`config.mk`:
```
export PLATFORM = sky130hd
export DESIGN_NAME = ivu_interrupt_vectoring_unit
export DESIGN_NICKNAME = d
export VERILOG_FILES = /design/src/design/ivu_interrupt_vectoring_unit.v
export VERILOG_INCLUDE_DIRS = /design/src /design/src/shared
export SDC_FILE = /design/constraint.sdc
export NUM_CORES = 1
export LEC_CHECK = 0
export ABC_AREA = 1
export BUFFER_PORTS_ARGS = -buffer_cell sky130_fd_sc_hd__buf_4
export CAP_MARGIN = 20
export CORE_ASPECT_RATIO = 1.25
export CORE_MARGIN = 3
export CORE_UTILIZATION = 25
export DETAILED_ROUTE_END_ITERATION = 10
export SYNTH_ARGS = -nofsm -noshare
export SYNTH_HDL_FRONTEND = slang
export SYNTH_SLANG_ARGS = --single-unit
```
`constraint.sdc`:
```
create_clock -name clk_sys -period 3.9 [get_ports clk_sys]
set_clock_uncertainty 0.05 [all_clocks]
set_input_delay 0.39 -clock clk_sys [delete_from_list [all_inputs] [get_ports clk_sys]]
set_output_delay 0.39 -clock clk_sys [all_outputs]
set_load 0.005 [all_outputs]
```
`src/shared/ivu_consts.vh`:
```
/*
  ivu_consts.vh: constants of the interrupt vectoring unit (vectors, source indices, state codes, timing).
  Assumes inclusion by bare name from the design file; definitions only.
*/
`ifndef IVU_CONSTS_VH
`define IVU_CONSTS_VH

// ==================================================
// machine cycle
`define IVU_STATES_PER_MC 2'd3
`define IVU_STATE_SAMPLE 2'd2
`define IVU_STATE_LAST 2'd3
`define IVU_CALL_MCS 3'd4

// ==================================================
// source indices, lower index polled first
`define IVU_NSRC 12
`define IVU_SRC_EXT0 4'd0
`define IVU_SRC_T0 4'd1
`define IVU_SRC_EXT1 4'd2
`define IVU_SRC_T1 4'd3
`define IVU_SRC_SER0 4'd4
`define IVU_SRC_T2 4'd5
`define IVU_SRC_SER1 4'd6
`define IVU_SRC_EXT2 4'd7
`define IVU_SRC_EXT3 4'd8
`define IVU_SRC_EXT4 4'd9
`define IVU_SRC_EXT5 4'd10
`define IVU_SRC_WDT 4'd11
`define IVU_SRC_NONE 4'd15

// ==================================================
// vector addresses
`define IVU_VEC_EXT0 16'h0003
`define IVU_VEC_T0 16'h000b
`define IVU_VEC_EXT1 16'h0013
`define IVU_VEC_T1 16'h001b
`define IVU_VEC_SER0 16'h0023
`define IVU_VEC_T2 16'h002b
`define IVU_VEC_SER1 16'h003b
`define IVU_VEC_EXT2 16'h0043
`define IVU_VEC_EXT3 16'h004b
`define IVU_VEC_EXT4 16'h0053
`define IVU_VEC_EXT5 16'h005b
`define IVU_VEC_WDT 16'h0063

// ==================================================
// sequencer states
`define IVU_ST_IDLE 2'd0
`define IVU_ST_CALL 2'd1

`endif

```
`src/design/ivu_interrupt_vectoring_unit.v`:
```
/*
  ivu_interrupt_vectoring_unit.v: interrupt vectoring and in-service tracking for an 8-bit core.
  Assumes sources give flags as synchronous levels, the sequencer reports the current pc,
  stack top and return strobes, and performs stack writes/reads requested here.
*/
`default_nettype none
`include "ivu_consts.vh"

module ivu_interrupt_vectoring_unit #(
  parameter NSRC = `IVU_NSRC
) (
  // clock and reset
  input wire clk_sys,
  input wire rst,
  // external interrupt pins, active low, and trigger mode (1 = falling edge)
  input wire [5:0] ext_int_n,
  input wire [5:0] ext_edge_mode,
  // timer overflow events, level during the cycle the overflow happens
  input wire timer0_overflow,
  input wire timer1_overflow,
  // flags owned by other peripherals, levels
  input wire serial0_flag,
  input wire serial1_flag,
  input wire timer2_flag,
  input wire watchdog_timeout_flag,
  // software clear of the local flags (ext bits act in edge mode only): bit 0 ext0 ... 5 ext5, 6 timer0, 7 timer1
  input wire [7:0] flag_clear,
  // enables and priority
  input wire global_enable,
  input wire [NSRC-1:0] source_enable,
  input wire [NSRC-1:0] source_high_priority,
  // sequencer
  input wire [15:0] current_pc,
  input wire [15:0] stack_top,
  input wire return_from_interrupt,
  input wire plain_subroutine_return,
  // flags held here, visible to software
  output reg [5:0] ext_flag_reg,
  output reg timer0_overflow_flag_reg,
  output reg timer1_overflow_flag_reg,
  // machine-cycle state, 0 = first state
  output reg [1:0] clock_state_reg,
  // call sequence
  output reg call_busy_reg,
  output reg push_valid_reg,
  output reg [15:0] push_pc_reg,
  output reg pc_load_reg,
  output reg [15:0] pc_value_reg,
  output reg [3:0] active_source_reg,
  // in-service state: bit 0 low level, bit 1 high level
  output reg [1:0] in_service_reg
);

  // ==================================================
  // helpers
  function [15:0] vector_of;
    input [3:0] src;
    begin
      case (src)
        `IVU_SRC_EXT0: vector_of = `IVU_VEC_EXT0;
        `IVU_SRC_T0: vector_of = `IVU_VEC_T0;
        `IVU_SRC_EXT1: vector_of = `IVU_VEC_EXT1;
        `IVU_SRC_T1: vector_of = `IVU_VEC_T1;
        `IVU_SRC_SER0: vector_of = `IVU_VEC_SER0;
        `IVU_SRC_T2: vector_of = `IVU_VEC_T2;
        `IVU_SRC_SER1: vector_of = `IVU_VEC_SER1;
        `IVU_SRC_EXT2: vector_of = `IVU_VEC_EXT2;
        `IVU_SRC_EXT3: vector_of = `IVU_VEC_EXT3;
        `IVU_SRC_EXT4: vector_of = `IVU_VEC_EXT4;
        `IVU_SRC_EXT5: vector_of = `IVU_VEC_EXT5;
        `IVU_SRC_WDT: vector_of = `IVU_VEC_WDT;
        default: vector_of = `IVU_VEC_EXT0;
      endcase
    end
  endfunction

  // ==================================================
  // machine cycle state counter
  wire at_sample = (clock_state_reg == `IVU_STATE_SAMPLE);
  wire at_last = (clock_state_reg == `IVU_STATE_LAST);

  always @(posedge clk_sys or posedge rst) begin
    if (rst) begin
      clock_state_reg <= 2'd0;
    end else begin
      clock_state_reg <= clock_state_reg + 2'd1;
    end
  end

  // ==================================================
  // flag capture at the third state
  reg [5:0] ext_level_reg;
  reg t0_event_reg;
  reg t1_event_reg;
  wire [5:0] ext_active = ~ext_int_n;
  wire [5:0] ext_fall = ext_active & ~ext_level_reg;
  reg [5:0] ext_hw_clear;
  reg t0_hw_clear;
  reg t1_hw_clear;
  reg [5:0] ext_next;
  integer k;

  always @* begin
    for (k = 0; k < 6; k = k + 1) begin
      if (ext_edge_mode[k]) begin
        ext_next[k] = ext_flag_reg[k];
        if (ext_hw_clear[k] || flag_clear[k])
          ext_next[k] = 1'b0;
        if (at_sample && ext_fall[k])
          ext_next[k] = 1'b1; // set wins over clear
      end else begin
        // level mode follows the pin sample; calls do not touch it
        ext_next[k] = at_sample ? ext_active[k] : ext_flag_reg[k];
      end
    end
  end

  always @(posedge clk_sys or posedge rst) begin
    if (rst) begin
      ext_level_reg <= 6'h00;
      ext_flag_reg <= 6'h00;
      t0_event_reg <= 1'b0;
      t1_event_reg <= 1'b0;
      timer0_overflow_flag_reg <= 1'b0;
      timer1_overflow_flag_reg <= 1'b0;
    end else begin
      if (at_sample)
        ext_level_reg <= ext_active;
      ext_flag_reg <= ext_next;
      // overflow seen anywhere in the cycle is posted at the third state
      t0_event_reg <= at_sample ? 1'b0 : (t0_event_reg | timer0_overflow);
      t1_event_reg <= at_sample ? 1'b0 : (t1_event_reg | timer1_overflow);
      if (at_sample && (t0_event_reg || timer0_overflow))
        timer0_overflow_flag_reg <= 1'b1;
      else if (t0_hw_clear || flag_clear[6])
        timer0_overflow_flag_reg <= 1'b0;
      if (at_sample && (t1_event_reg || timer1_overflow))
        timer1_overflow_flag_reg <= 1'b1;
      else if (t1_hw_clear || flag_clear[7])
        timer1_overflow_flag_reg <= 1'b0;
    end
  end

  // ==================================================
  // polling: snapshot at end of cycle, evaluated in the next one
  wire [NSRC-1:0] live_req = {watchdog_timeout_flag, ext_flag_reg[5:2], serial1_flag, timer2_flag,
    serial0_flag, timer1_overflow_flag_reg, ext_flag_reg[1], timer0_overflow_flag_reg, ext_flag_reg[0]};
  reg [NSRC-1:0] polled_reg;

  always @(posedge clk_sys or posedge rst) begin
    if (rst)
      polled_reg <= {NSRC{1'b0}};
    else if (at_last)
      polled_reg <= live_req;
  end

  // eligibility and fixed-order pick, high level first
  wire [NSRC-1:0] elig = polled_reg & source_enable & {NSRC{global_enable}};
  wire [NSRC-1:0] elig_hi = elig & source_high_priority & {NSRC{~in_service_reg[1]}};
  wire [NSRC-1:0] elig_lo = elig & ~source_high_priority & {NSRC{~(|in_service_reg)}};
  reg [3:0] pick;
  reg pick_hi;
  integer j;

  always @* begin
    pick = `IVU_SRC_NONE;
    pick_hi = 1'b0;
    for (j = NSRC - 1; j >= 0; j = j - 1) begin
      if (elig_lo[j])
        pick = j[3:0];
    end
    for (j = NSRC - 1; j >= 0; j = j - 1) begin
      if (elig_hi[j]) begin
        pick = j[3:0];
        pick_hi = 1'b1;
      end
    end
  end

  // ==================================================
  // call sequencer
  reg [1:0] seq_state_reg;
  reg [2:0] mc_count_reg;
  reg active_hi_reg;
  wire launch = (seq_state_reg == `IVU_ST_IDLE) && at_last && (pick != `IVU_SRC_NONE);
  wire call_done = (seq_state_reg == `IVU_ST_CALL) && at_last && (mc_count_reg == `IVU_CALL_MCS - 3'd1);

  always @* begin
    ext_hw_clear = 6'h00;
    t0_hw_clear = 1'b0;
    t1_hw_clear = 1'b0;
    if (launch) begin
      case (pick)
        `IVU_SRC_EXT0: ext_hw_clear[0] = ext_edge_mode[0];
        `IVU_SRC_EXT1: ext_hw_clear[1] = ext_edge_mode[1];
        `IVU_SRC_T0: t0_hw_clear = 1'b1;
        `IVU_SRC_T1: t1_hw_clear = 1'b1;
        // serial, timer 2, watchdog and ext2..5 flags untouched
        default: t0_hw_clear = 1'b0;
      endcase
    end
  end

  always @(posedge clk_sys or posedge rst) begin
    if (rst) begin
      seq_state_reg <= `IVU_ST_IDLE;
      mc_count_reg <= 3'd0;
      active_hi_reg <= 1'b0;
      call_busy_reg <= 1'b0;
      push_valid_reg <= 1'b0;
      push_pc_reg <= 16'h0000;
      pc_load_reg <= 1'b0;
      pc_value_reg <= 16'h0000;
      active_source_reg <= `IVU_SRC_NONE;
      in_service_reg <= 2'b00;
    end else begin
      push_valid_reg <= 1'b0;
      pc_load_reg <= 1'b0;
      case (seq_state_reg)
        `IVU_ST_IDLE: begin
          if (launch) begin
            seq_state_reg <= `IVU_ST_CALL;
            mc_count_reg <= 3'd0;
            call_busy_reg <= 1'b1;
            active_source_reg <= pick;
            active_hi_reg <= pick_hi;
            push_valid_reg <= 1'b1; // only pc pushed, no status word
            push_pc_reg <= current_pc;
          end
        end
        `IVU_ST_CALL: begin
          if (call_done) begin
            seq_state_reg <= `IVU_ST_IDLE;
            call_busy_reg <= 1'b0;
            pc_load_reg <= 1'b1;
            pc_value_reg <= vector_of(active_source_reg);
            if (active_hi_reg)
              in_service_reg[1] <= 1'b1;
            else
              in_service_reg[0] <= 1'b1;
          end else if (at_last) begin
            mc_count_reg <= mc_count_reg + 3'd1;
          end
        end
        default: seq_state_reg <= `IVU_ST_IDLE;
      endcase
      // returns: pc comes straight from stack, no check of its contents
      if ((return_from_interrupt || plain_subroutine_return) && !call_busy_reg) begin
        pc_load_reg <= 1'b1;
        pc_value_reg <= stack_top;
        if (return_from_interrupt) begin
          if (in_service_reg[1])
            in_service_reg[1] <= 1'b0;
          else
            in_service_reg[0] <= 1'b0;
        end
      end
    end
  end

endmodule // ivu_interrupt_vectoring_unit
`default_nettype wire

```
After elaboration in Yosys (flattened, before gate mapping)
Memories as Yosys holds them, arrays and structs flattened.
Cells that the tools add are included.
{"block": "word_totals", "reg_bits": 77, "output_inout_bits": 51, "romBits": 64, "latch_bits": 0, "ram_bits": 0, "n_memories": 1}
{"block": "classes", "bitwise_logic": 14, "mux": 99, "addsub": 2, "div_mod_pow": 0, "magnitude_cmp": 0, "multipliers": 0, "n_reduce_logical": 46, "shift": 0, "eq_ne": 18}
{"memory": "(name not given)", "words": 16, "width": 4, "rd": 1, "rd_ports_with_merged_regs": 0, "wr": 0, "line": "ivu_interrupt_vectoring_unit.v:59", "rtl": "case (src)"}
{"operator": "4-bit two-way mux", "n": 23}
{"operator": "12-bit bitwise AND", "n": 6}
{"operator": "1-bit two-way mux", "n": 59}
{"operator": "16-bit two-way mux", "n": 3}
{"operator": "2-bit nonzero test", "n": 11}
{"operator": "3-bit by 1-bit != test with 1-bit output (second input constant)", "n": 6}
{"operator": "2-bit AND reduction", "n": 9}
{"operator": "2-bit two-way mux", "n": 7}
{"operator": "1-bit logical AND", "n": 13}
{"operator": "3-bit two-way mux", "n": 4}
{"operator": "12-bit inverter", "n": 1}
{"operator": "6-bit inverter", "n": 2}
{"operator": "4-bit by 2-bit == test with 1-bit output (second input constant)", "n": 2}
{"operator": "2-bit != test (second input constant)", "n": 4}
{"operator": "1-bit logical OR", "n": 7}
{"operator": "6-bit bitwise AND", "n": 1}
{"operator": "3-bit one-hot mux with 2 select lines", "n": 1}
{"operator": "2-bit == test (second input constant)", "n": 2}
{"operator": "4-bit by 1-bit == test with 1-bit output (second input constant)", "n": 1}
{"operator": "4-bit logical NOT", "n": 1}
{"operator": "4-bit != test (second input constant)", "n": 1}
{"operator": "2-bit one-hot mux with 2 select lines", "n": 1}
{"operator": "4-bit AND reduction", "n": 1}
{"operator": "3-bit by 1-bit adder with 3-bit output (second input constant)", "n": 1}
{"operator": "other kinds (10)", "n": 12}

Logic depth before layout (Yosys ltp)
Gate-level depths: netlist (run 1).
{"block": "depth", "ltp_word": 35, "depth_mapped": 31, "mapped_depth_nobuf": 31}

Least setup slack after synthesis (run 1)
Ideal clock, no wire load.
{"block": "synth_timing", "kind": "reg2reg", "from": "reg in_service_reg[1]", "to": "reg ext_flag_reg[0]", "required_time_ns": 3.733, "arrival_time_ns": 2.001, "path_stages_with_launch": 32, "period_less_slack_ns": 2.167, "slack_ns": 1.733, "setup_time_ns": 0.117, "cell_sequence": "dfrtp_1 > inv_2 > nand2_2 > buf_6 > nor2_2 > nand2_1 > nand2_1 > nand2_1 > nand2_1 > nand2_1 > nand2_1 > nand2_1 > nand2_1 > nand2_1 > nand2_1 > nand2_1 > nand2_1 > nand2_1 > nand2_1 > nand2_1 > nand2_1 > nand2_1 > nand2_1 > nand2_1 > nand2_1 > nand2_1 > nand2_2 > nand3_1 > nand2_1 > nand2_1 > nand2_1 > nand2_1"}
{"block": "synth_via", "elab_chain_len": 33}
{"item": "start: declaration", "line": "ivu_interrupt_vectoring_unit.v:51", "rtl": "output reg [1:0] in_service_reg"}
{"item": "start signal: assignment", "line": "ivu_interrupt_vectoring_unit.v:215", "rtl": "in_service_reg <= 2'b00;"}
{"item": "start signal: assignment", "line": "ivu_interrupt_vectoring_unit.v:238", "rtl": "in_service_reg[1] <= 1'b1;"}
{"item": "start signal: assignment", "line": "ivu_interrupt_vectoring_unit.v:253", "rtl": "in_service_reg[1] <= 1'b0;"}
{"item": "2-bit OR reduction", "line": "ivu_interrupt_vectoring_unit.v:160", "rtl": "wire [NSRC-1:0] elig_lo = elig & ~source_high_priority & {NSRC{~(|in_service_reg)}};"}
{"item": "1-bit inverter", "line": "ivu_interrupt_vectoring_unit.v:160"}
{"item": "12-bit bitwise AND", "line": "ivu_interrupt_vectoring_unit.v:160"}
{"item": "3-bit two-way mux", "line": "ivu_interrupt_vectoring_unit.v:169", "rtl": "if (elig_lo[j])"}
{"item": "4-bit two-way mux (11 in a row)", "line": "ivu_interrupt_vectoring_unit.v:169"}
{"item": "4-bit two-way mux (11 in a row)", "line": "ivu_interrupt_vectoring_unit.v:173", "rtl": "if (elig_hi[j]) begin"}
{"item": "4-bit two-way mux (*)", "line": "ivu_interrupt_vectoring_unit.v:173"}
{"item": "4-bit logical NOT or 4-bit != test (tied branches)"}
{"item": "1-bit two-way mux or 1-bit logical AND (tied branches)", "line": "ivu_interrupt_vectoring_unit.v:193, ivu_interrupt_vectoring_unit.v:185"}
{"item": "2-bit two-way mux (*)", "line": "ivu_interrupt_vectoring_unit.v:192", "rtl": "if (launch) begin"}
{"item": "1-bit logical OR (*)", "line": "ivu_interrupt_vectoring_unit.v:107", "rtl": "if (ext_hw_clear[k] || flag_clear[k])"}
{"item": "3-bit by 1-bit != test with 1-bit output (no source line) (*)"}
{"item": "2-bit AND reduction (no source line) (*)"}
{"item": "end signal: assignment", "line": "ivu_interrupt_vectoring_unit.v:129", "rtl": "ext_flag_reg <= ext_next;"}
{"item": "end: declaration", "line": "ivu_interrupt_vectoring_unit.v:38", "rtl": "output reg [5:0] ext_flag_reg,"}
Every way passes the cells marked *; elsewhere a longest branch is shown, timed or not.
A chain may end at the register's enable or synchronous reset.

Final worst setup path (run 1)
{"block": "layout_timing", "from": "reg in_service_reg[1]", "to": "reg timer0_overflow_flag_reg"}
{"block": "layout_via", "elab_chain_len": 32}
{"item": "2-bit OR reduction", "line": "ivu_interrupt_vectoring_unit.v:160"}
{"item": "1-bit inverter", "line": "ivu_interrupt_vectoring_unit.v:160"}
{"item": "12-bit bitwise AND", "line": "ivu_interrupt_vectoring_unit.v:160"}
{"item": "3-bit two-way mux", "line": "ivu_interrupt_vectoring_unit.v:169"}
{"item": "4-bit two-way mux (11 in a row)", "line": "ivu_interrupt_vectoring_unit.v:169"}
{"item": "4-bit two-way mux (11 in a row)", "line": "ivu_interrupt_vectoring_unit.v:173"}
{"item": "4-bit two-way mux (*)", "line": "ivu_interrupt_vectoring_unit.v:173"}
{"item": "4-bit by 1-bit == test with 1-bit output or 4-bit != test (tied branches)"}
{"item": "1-bit two-way mux or 1-bit logical AND (tied branches)", "line": "ivu_interrupt_vectoring_unit.v:193, ivu_interrupt_vectoring_unit.v:185"}
{"item": "1-bit two-way mux (*)", "line": "ivu_interrupt_vectoring_unit.v:192"}
{"item": "1-bit logical OR (*)", "line": "ivu_interrupt_vectoring_unit.v:135", "rtl": "else if (t0_hw_clear || flag_clear[6])"}
{"item": "2-bit nonzero test (no source line) (*)"}
{"item": "end signal: assignment", "line": "ivu_interrupt_vectoring_unit.v:124", "rtl": "timer0_overflow_flag_reg <= 1'b0;"}
{"item": "end signal: assignment", "line": "ivu_interrupt_vectoring_unit.v:134", "rtl": "timer0_overflow_flag_reg <= 1'b1;"}
{"item": "end signal: assignment", "line": "ivu_interrupt_vectoring_unit.v:136", "rtl": "timer0_overflow_flag_reg <= 1'b0;"}
{"item": "end: declaration", "line": "ivu_interrupt_vectoring_unit.v:39", "rtl": "output reg timer0_overflow_flag_reg,"}
Marks and branches as above.

==> results of run 1 <==
-- power groups by stage --
stage | clock network, mW | registers (mW) | logic, mW
finish | 0.907 | 1.19 | 0.958
global route | 0.961 | 1.23 | 1.10
CTS | 0.930 | 1.20 | 0.979
detailed placement | 0 | 1.21 | 0.975
global placement | 0 | 1.21 | 0.968
floorplan | 0 | 1.19 | 0.476
-- cell type report --
type                            count  area [µm²]
Fill cell                        1531        9210
Sequential cell                    75        1880
Multi-Input combinational cell    327        1530
Timing Repair Buffer              143        1100
Inverter                           71         268
Clock buffer                       11         243
Tap cell                          178         223
Clock inverter                      4        73.8
-- cells in the final DEF, fill, tap and decap left out, types with 7 or more instances in the layout --
| master | instances |
|---|---|
| sky130_fd_sc_hd__nand2_1 | 174 |
| sky130_fd_sc_hd__buf_4 | 141 |
| sky130_fd_sc_hd__dfrtp_1 | 71 |
| sky130_fd_sc_hd__inv_1 | 66 |
| sky130_fd_sc_hd__nor2_1 | 33 |
| sky130_fd_sc_hd__nand3_1 | 27 |
| sky130_fd_sc_hd__o21ai_0 | 21 |
| sky130_fd_sc_hd__nor3_1 | 18 |
| sky130_fd_sc_hd__a22o_1 | 11 |
| sky130_fd_sc_hd__clkbuf_16 | 9 |
| sky130_fd_sc_hd__a21oi_1 | 8 |
| sky130_fd_sc_hd__ha_1 | 7 |
-- Yosys cell counts (all sizes together) --
cell type	number
nor2	35
nand3	27
a211oi	1
a31o	1
a31oi	1
o21bai	1
nor3	19
o22ai	1
o22a	2
ha	7
dfstp	4
and2	1
or2	1
o31ai	2
buf	6
o32ai	4
o21ai	25
o211ai	1
inv	71
a21oi	8
a22o	11
nand2	176
o311ai	1
dfrtp	71
nand3b	2
clkbuf	8
-- routing by layer --
metal  vias to the layer above  GRT usage [%]  wire length (µm)
met4                         0           6.18               234
met2                        79           22.3              5560
li1                       1815              -                 -
met5                         -              0                 0
met1                      1610           16.3              4530
met3                        20           2.97               457
-- repair_timing --
action,in CTS,in global routing
setup buffers,0,0
hold endpoints to repair,0,5
hold buffers,0,1
-- stage by stage --
stage          cell area, µm²  hold slack, ps  cells  util, %  power, mW
2_1_floorplan            3750             392    487        -       1.66
3_3_place_gp             4960             405    792     34.2       2.18
3_5_place_dp             4960             411    792     34.2       2.18
4_1_cts                  5280             179    807     36.3       3.11
5_1_grt                  5320             190    809     36.6       3.30
6_report                 5320             187    809     36.6       3.06
-- kinds of logic (layout without fill, tap and decap cells) --
family          count (synthesis)  count (layout)
fa+ha+maj                       7               7
flops                          75              75
buf+inv                        85             229
simple gates                  261             261
compound gates                 59              59
-- worst paths after layout --
| path | slack (ps) | to | depth (start not counted) |
|---|---|---|---|
| worst max-delay path | 1180 | timer0_overflow_flag_reg | 30 |
| worst min-delay path | 190 | push_pc_reg[10] | 3 |
| worst max register to register | 1180 | timer0_overflow_flag_reg | 30 |
| worst min register to register | 430 | ext_level_reg[0] | 2 |
| max in group asynchronous | 2550 | push_pc_reg[11] | 5 |
| min in group asynchronous | 440 | push_valid_reg | 3 |
-- worst max-delay path, delay by kind of cell, from the launching register on --
family / cells / cell delay, ps
flops: 1 / 550
buf+inv: 1 / 170
simple gates: 29 / 1820
==> flow_metrics.py, run 1 <==
metrics = {
    "yosys": {
        "post_syn_nets": 581,
        "synth-seq-cells": 75,
        "synth-adder-area-share_pct": 2.33,
        "combinational_family_with_the_most_area_after_synthesis": "simple AND/OR/NAND/NOR gates",
        "synth.cell_area_mm2": 0.00375,
        "cell_types_with_the_largest_area_share_after_synthesis": "sky130_fd_sc_hd__dfrtp_1, sky130_fd_sc_hd__nand2_1, sky130_fd_sc_hd__inv_1",
        "synth_compound_area_share_pct": 10.2,
        "synth.lib_cells_used.distinct": 33,
        "ys.warnings.count": 0,
        "part_of_the_yosys_area_used_for_sequential_elements_pct": 50.2,
        "yosys.area_share.xor_xnor_pct": 0,
        "synth_area_leader_cell": "sky130_fd_sc_hd__dfrtp_1",
        "syn_area_per_cell_um2": 7.70,
        "netlist.area_leader.share_pct": 47.4,
        "mapped_cells": 487,
        "muxShareOfSynthArea_pct": 0,
        "synthSimpleGateAreaFrac_pct": 28.4,
    },
    "worst_hold_path": {
        "hold_path_class": "in2reg",
        "hold_path.startpoint": "current_pc[10]",
    },
    "placed_design": {
        "detailedPlacementHpwl_um": 8210,
        "placement.setup.worst_slack_ps": 1130,
        "place_congestion": 0.806,
        "port-buffer-count": 137,
    },
    "pwr": {
        "p_seq_share_pct": 39.1,
        "p_leak_nw": 2.89,
        "power_switching_share_pct": 31.0,
        "vdd_drop_max_v": 0.000213,
        "cellInternalPower_mw": 2.11,
        "comb_power_share_pct": 31.3,
        "power_switching_uw": 949,
        "power.density_cell_area_mw_per_mm2": 575,
        "relative_contribution_of_the_clock_network_to_total_power_pct": 29.6,
    },
    "global_route": {
        "grt_first_pass_wirelength_um": 17100,
        "antenna_found_initial": 0,
        "gr-total-overflow": 0,
        "grt_pass1_vias": 3481,
        "pin_count_of_the_biggest_net_entering_global_routing": 54,
        "grt.total_usage_pct": 13.4,
    },
    "cts": {
        "cts-htree-levels": 3,
        "path_clk_slew_ps": 60,
        "maximum_clock_insertion_buffer_count": 2,
        "clkSinkCount": 75,
        "cts_tree": "done",
        "cts-buffers-inserted": 9,
        "cts_root_buf": "sky130_fd_sc_hd__clkbuf_16",
        "clock_latency_ps": 340,
        "cts.repair.resized": 0,
    },
    "worst_setup_path": {
        "critical_path_cell_with_the_highest_stage_delay": "sky130_fd_sc_hd__dfrtp_1",
        "crit_type": "reg2reg",
        "worst_path_largest_cell_delay_ps": 550,
        "critical-path-top-cell-by-count": "sky130_fd_sc_hd__nand2_1",
        "r2r_start": "in_service_reg[1]",
        "critical_path_required_ps": 4080,
        "startpoint_type": "flop",
        "crit_arrival_ps": 2900,
        "crit_path_start": "in_service_reg[1]",
        "cp_max_fo": 14,
        "crit_path_end_kind": "flop",
    },
    "die": {
        "floorplan.rows": 49,
        "die_w_um": 116,
        "core_area_mm2": 0.0145,
        "start_util_pct": 25.8,
        "die-area_mm2": 0.0165,
        "die-height_um": 143,
        "design.portCount": 138,
    },
    "layout": {
        "layout-drive-gt1-share_pct": 27.3,
        "num_antenna_cells": 0,
        "nets": 721,
        "synthToLayoutAreaGrowth_pct": 41.8,
    },
    "job": {
        "cap_violations": 0,
    },
    "timing": {
        "report.final.hold_viol_count": 0,
        "shortest_clock_period_the_worst_path_allows_after_layout_ps": 2720,
        "post-route-worst-setup-slack_ps": 1180,
        "final_min_period_over_clock_period_pct": 69.7,
        "tns_ps": 0,
        "slew_headroom_pct": 60.9,
        "final-max-slew-violation-count": 0,
        "worst_slew_pin_slew_ps": 586,
        "rsz0062_at_grt": "no",
        "timing.final.setup_violations": 0,
        "timing.fmax_mhz": 368,
    },
    "detailed_routing": {
        "routed-via-count": 3524,
        "wl_per_cell_um": 13.3,
        "detail_route.wirelength_um": 10800,
        "final_antenna_net_count": 0,
        "viasPerCell": 4.36,
        "drt_first_pass_iters": 4,
        "drcViolationCount": 0,
        "initialDrtViolationCount": 127,
    },
    "status": {
        "outcome": "finished clean",
    },
}
Note: power is estimated with default switching activity, not from simulation.
==> run 2: changes to the inputs <==
Clock period 3.9 ns to 2.8 ns, I/O delays scaled along.
==> run 2 against run 1 <==
Via count fell by 0.91%. Register-to-register slack got worse by 770 ps. Setup slack got worse by 770 ps. Clock power rose by 20%. Flip-flop and latch count did not move. Sequential share of layout area rose by 0.18 points. Critical endpoint is now timer1_overflow_flag_reg. Highest routed layer unchanged. Largest cell class unchanged. Die area did not move. Count of clock-buffer cells in the layout rose by 4. Wire length fell by 0.86%. Core utilization fell by 0.16 points.
==> flow_metrics.py, run 2 (synthesized netlist as in run 1, its figures left out) <==
metrics = {
    "detailed_routing": {
        "viasPerCell": 4.29,
        "routed-via-count": 3492,
        "final_antenna_net_count": 0,
        "detail_route.wirelength_um": 10700,
        "initialDrtViolationCount": 118,
        "drt_first_pass_iters": 4,
        "drcViolationCount": 0,
        "wl_per_cell_um": 13.1,
    },
    "pwr": {
        "power.density_cell_area_mw_per_mm2": 778,
        "p_leak_nw": 2.88,
        "relative_contribution_of_the_clock_network_to_total_power_pct": 26.6,
        "vdd_drop_max_v": 0.000298,
        "power_switching_mw": 1.32,
        "comb_power_share_pct": 33.3,
        "totalPowerFinal_mw": 4.12,
        "power_switching_share_pct": 31.9,
        "p_seq_share_pct": 40.2,
        "cellInternalPower_mw": 2.80,
    },
    "cts": {
        "clkSinkCount": 75,
        "cts-buffers-inserted": 9,
        "maximum_clock_insertion_buffer_count": 2,
        "cts_root_buf": "sky130_fd_sc_hd__clkbuf_16",
        "cts_tree": "done",
        "cts-htree-levels": 3,
        "path_clk_slew_ps": 60,
        "clock_latency_ps": 340,
    },
    "placed_design": {
        "port-buffer-count": 137,
        "detailedPlacementHpwl_um": 8140,
        "place_congestion": 0.827,
        "postPlaceCellArea_mm2": 0.00500,
    },
    "timing": {
        "report.final.hold_viol_count": 0,
        "worst_slew_pin_slew_ps": 851,
        "slew_headroom_pct": 43.2,
        "rsz0062_at_grt": "yes",
        "timing.final.setup_violations": 0,
        "holdWs_ps": 40.4,
        "shortest_clock_period_the_worst_path_allows_after_layout_ps": 2390,
        "final_min_period_over_clock_period_pct": 85.3,
        "timing.fmax_mhz": 419,
        "final-max-slew-violation-count": 0,
    },
    "worst_setup_path": {
        "reg2regPathDepth": 30,
        "worstReg2RegEnd": "timer1_overflow_flag_reg",
        "critical_path_required_ps": 2980,
        "critical-path-top-cell-by-count": "sky130_fd_sc_hd__nand2_1",
        "crit_type": "reg2reg",
        "crit_arrival_ps": 2560,
        "crit_path_end_kind": "flop",
        "startpoint_type": "flop",
        "cp_max_fo": 11,
        "reg2reg_slack_ps": 410,
        "worst_path_largest_cell_delay_ps": 440,
        "r2r_start": "in_service_reg[1]",
        "critical_path_cell_with_the_highest_stage_delay": "sky130_fd_sc_hd__dfrtp_2",
    },
    "global_route": {
        "grt_pass1_vias": 3520,
        "gr-total-overflow": 0,
        "pin_count_of_the_biggest_net_entering_global_routing": 49,
        "antenna_found_initial": 0,
        "grt_first_pass_wirelength_um": 17200,
        "grt.total_usage_pct": 13.3,
    },
    "die": {
        "floorplan.rows": 49,
        "core_area_mm2": 0.0145,
        "die_w_um": 116,
        "start_util_pct": 25.8,
        "die-area_mm2": 0.0165,
        "die-height_um": 143,
        "design.portCount": 138,
    },
    "status": {
        "outcome": "finished clean",
    },
    "layout": {
        "num_antenna_cells": 0,
        "count_of_fill_cells_added_during_filler_insertion": 1515,
        "highest_count_cells_in_the_layout_ignoring_fill_and_taps": "sky130_fd_sc_hd__nand2_1, sky130_fd_sc_hd__buf_4, sky130_fd_sc_hd__dfrtp_1, sky130_fd_sc_hd__inv_1, sky130_fd_sc_hd__nor2_1",
        "synthToLayoutAreaGrowth_pct": 41.2,
        "storage_element_area_mm2": 0.00188,
        "area_used_by_multi_input_combinational_logic_mm2": 0.00154,
        "design_area_mm2": 0.00530,
        "nets": 725,
        "layout.cells.most_common": "sky130_fd_sc_hd__nand2_1",
        "layout-drive-gt1-share_pct": 28.0,
    },
    "job": {
        "cap_violations": 0,
    },
    "worst_hold_path": {
        "hold_path_class": "in2async",
    },
}
-- run 2: cell types whose count changed in the layout (fill, tap and decap cells not counted), sizes merged --
cell,before,now
bufinv,2,0
dlygate4sd3,1,0
buf,142,147
clkbuf,11,15
inv,71,70
-- run 2: layer usage --
layer	GRT usage, %	part of all wire (%)	vias to the layer above
met1	16.0	44	1581
met4	3.77	1.3	0
met3	3.82	4.3	12
met5	0	0	-
li1	-	-	1822
met2	23.1	51	77
-- run 2: what timing repair did --
item / in CTS / in global routing
setup buffers: 0 / 1
resized for setup: 0 / 4
endpoints found under the setup margin: 0 / 4
hold buffers: 0 / 0
-- run 2: area by class of cell --
cell class | count | share of cell area [%]
multi-input cells | 327 | 29.1
inverters | 71 | 5.06
repair buffers | 147 | 20.8
well taps | 178 | 4.21
clock inverters | 1 | 0.165
flip-flops and latches | 75 | 35.6
clock buffers | 15 | 5.06
-- run 2: worst max-delay path: cells and delay by family, from the launching register on --
kind | cells | cell delay, ps
buffers and inverters | 1 | 100
AND/OR/NAND/NOR | 29 | 1710
flip-flops | 1 | 440
-- run 2: worst max-delay path by stage --
stage / startpoint / endpoint / slack [ps] / depth (start not counted)
final: in_service_reg[1] / timer1_overflow_flag_reg / 410 / 30
after global routing: in_service_reg[1] / timer1_overflow_flag_reg / -6 / 30
after CTS: in_service_reg[1] / timer1_overflow_flag_reg / 300 / 30
after detailed placement: in_service_reg[1] / timer1_overflow_flag_reg / 320 / 30
after global placement: in_service_reg[1] / timer1_overflow_flag_reg / 350 / 30
after floorplan: rst / active_hi_reg / 570 / 1
-- run 2: metrics by stage --
stage	utilization (%)	setup slack, ps	cells	TNS (ps)
CTS	36.3	299	813	0
detailed placement	34.4	315	797	0
global placement	34.4	355	797	0
floorplan	-	567	487	0
global route	36.4	-5.51	814	-5.67
finish	36.4	411	814	0
-- run 2: power groups by stage --
stage | combinational, mW | sequential (mW) | clock, mW
after floorplan | 0.663 | 1.66 | 0
after global placement | 1.38 | 1.67 | 0
after detailed placement | 1.38 | 1.67 | 0
after CTS | 1.39 | 1.66 | 1.13
after global routing | 1.56 | 1.70 | 1.19
final | 1.37 | 1.66 | 1.09
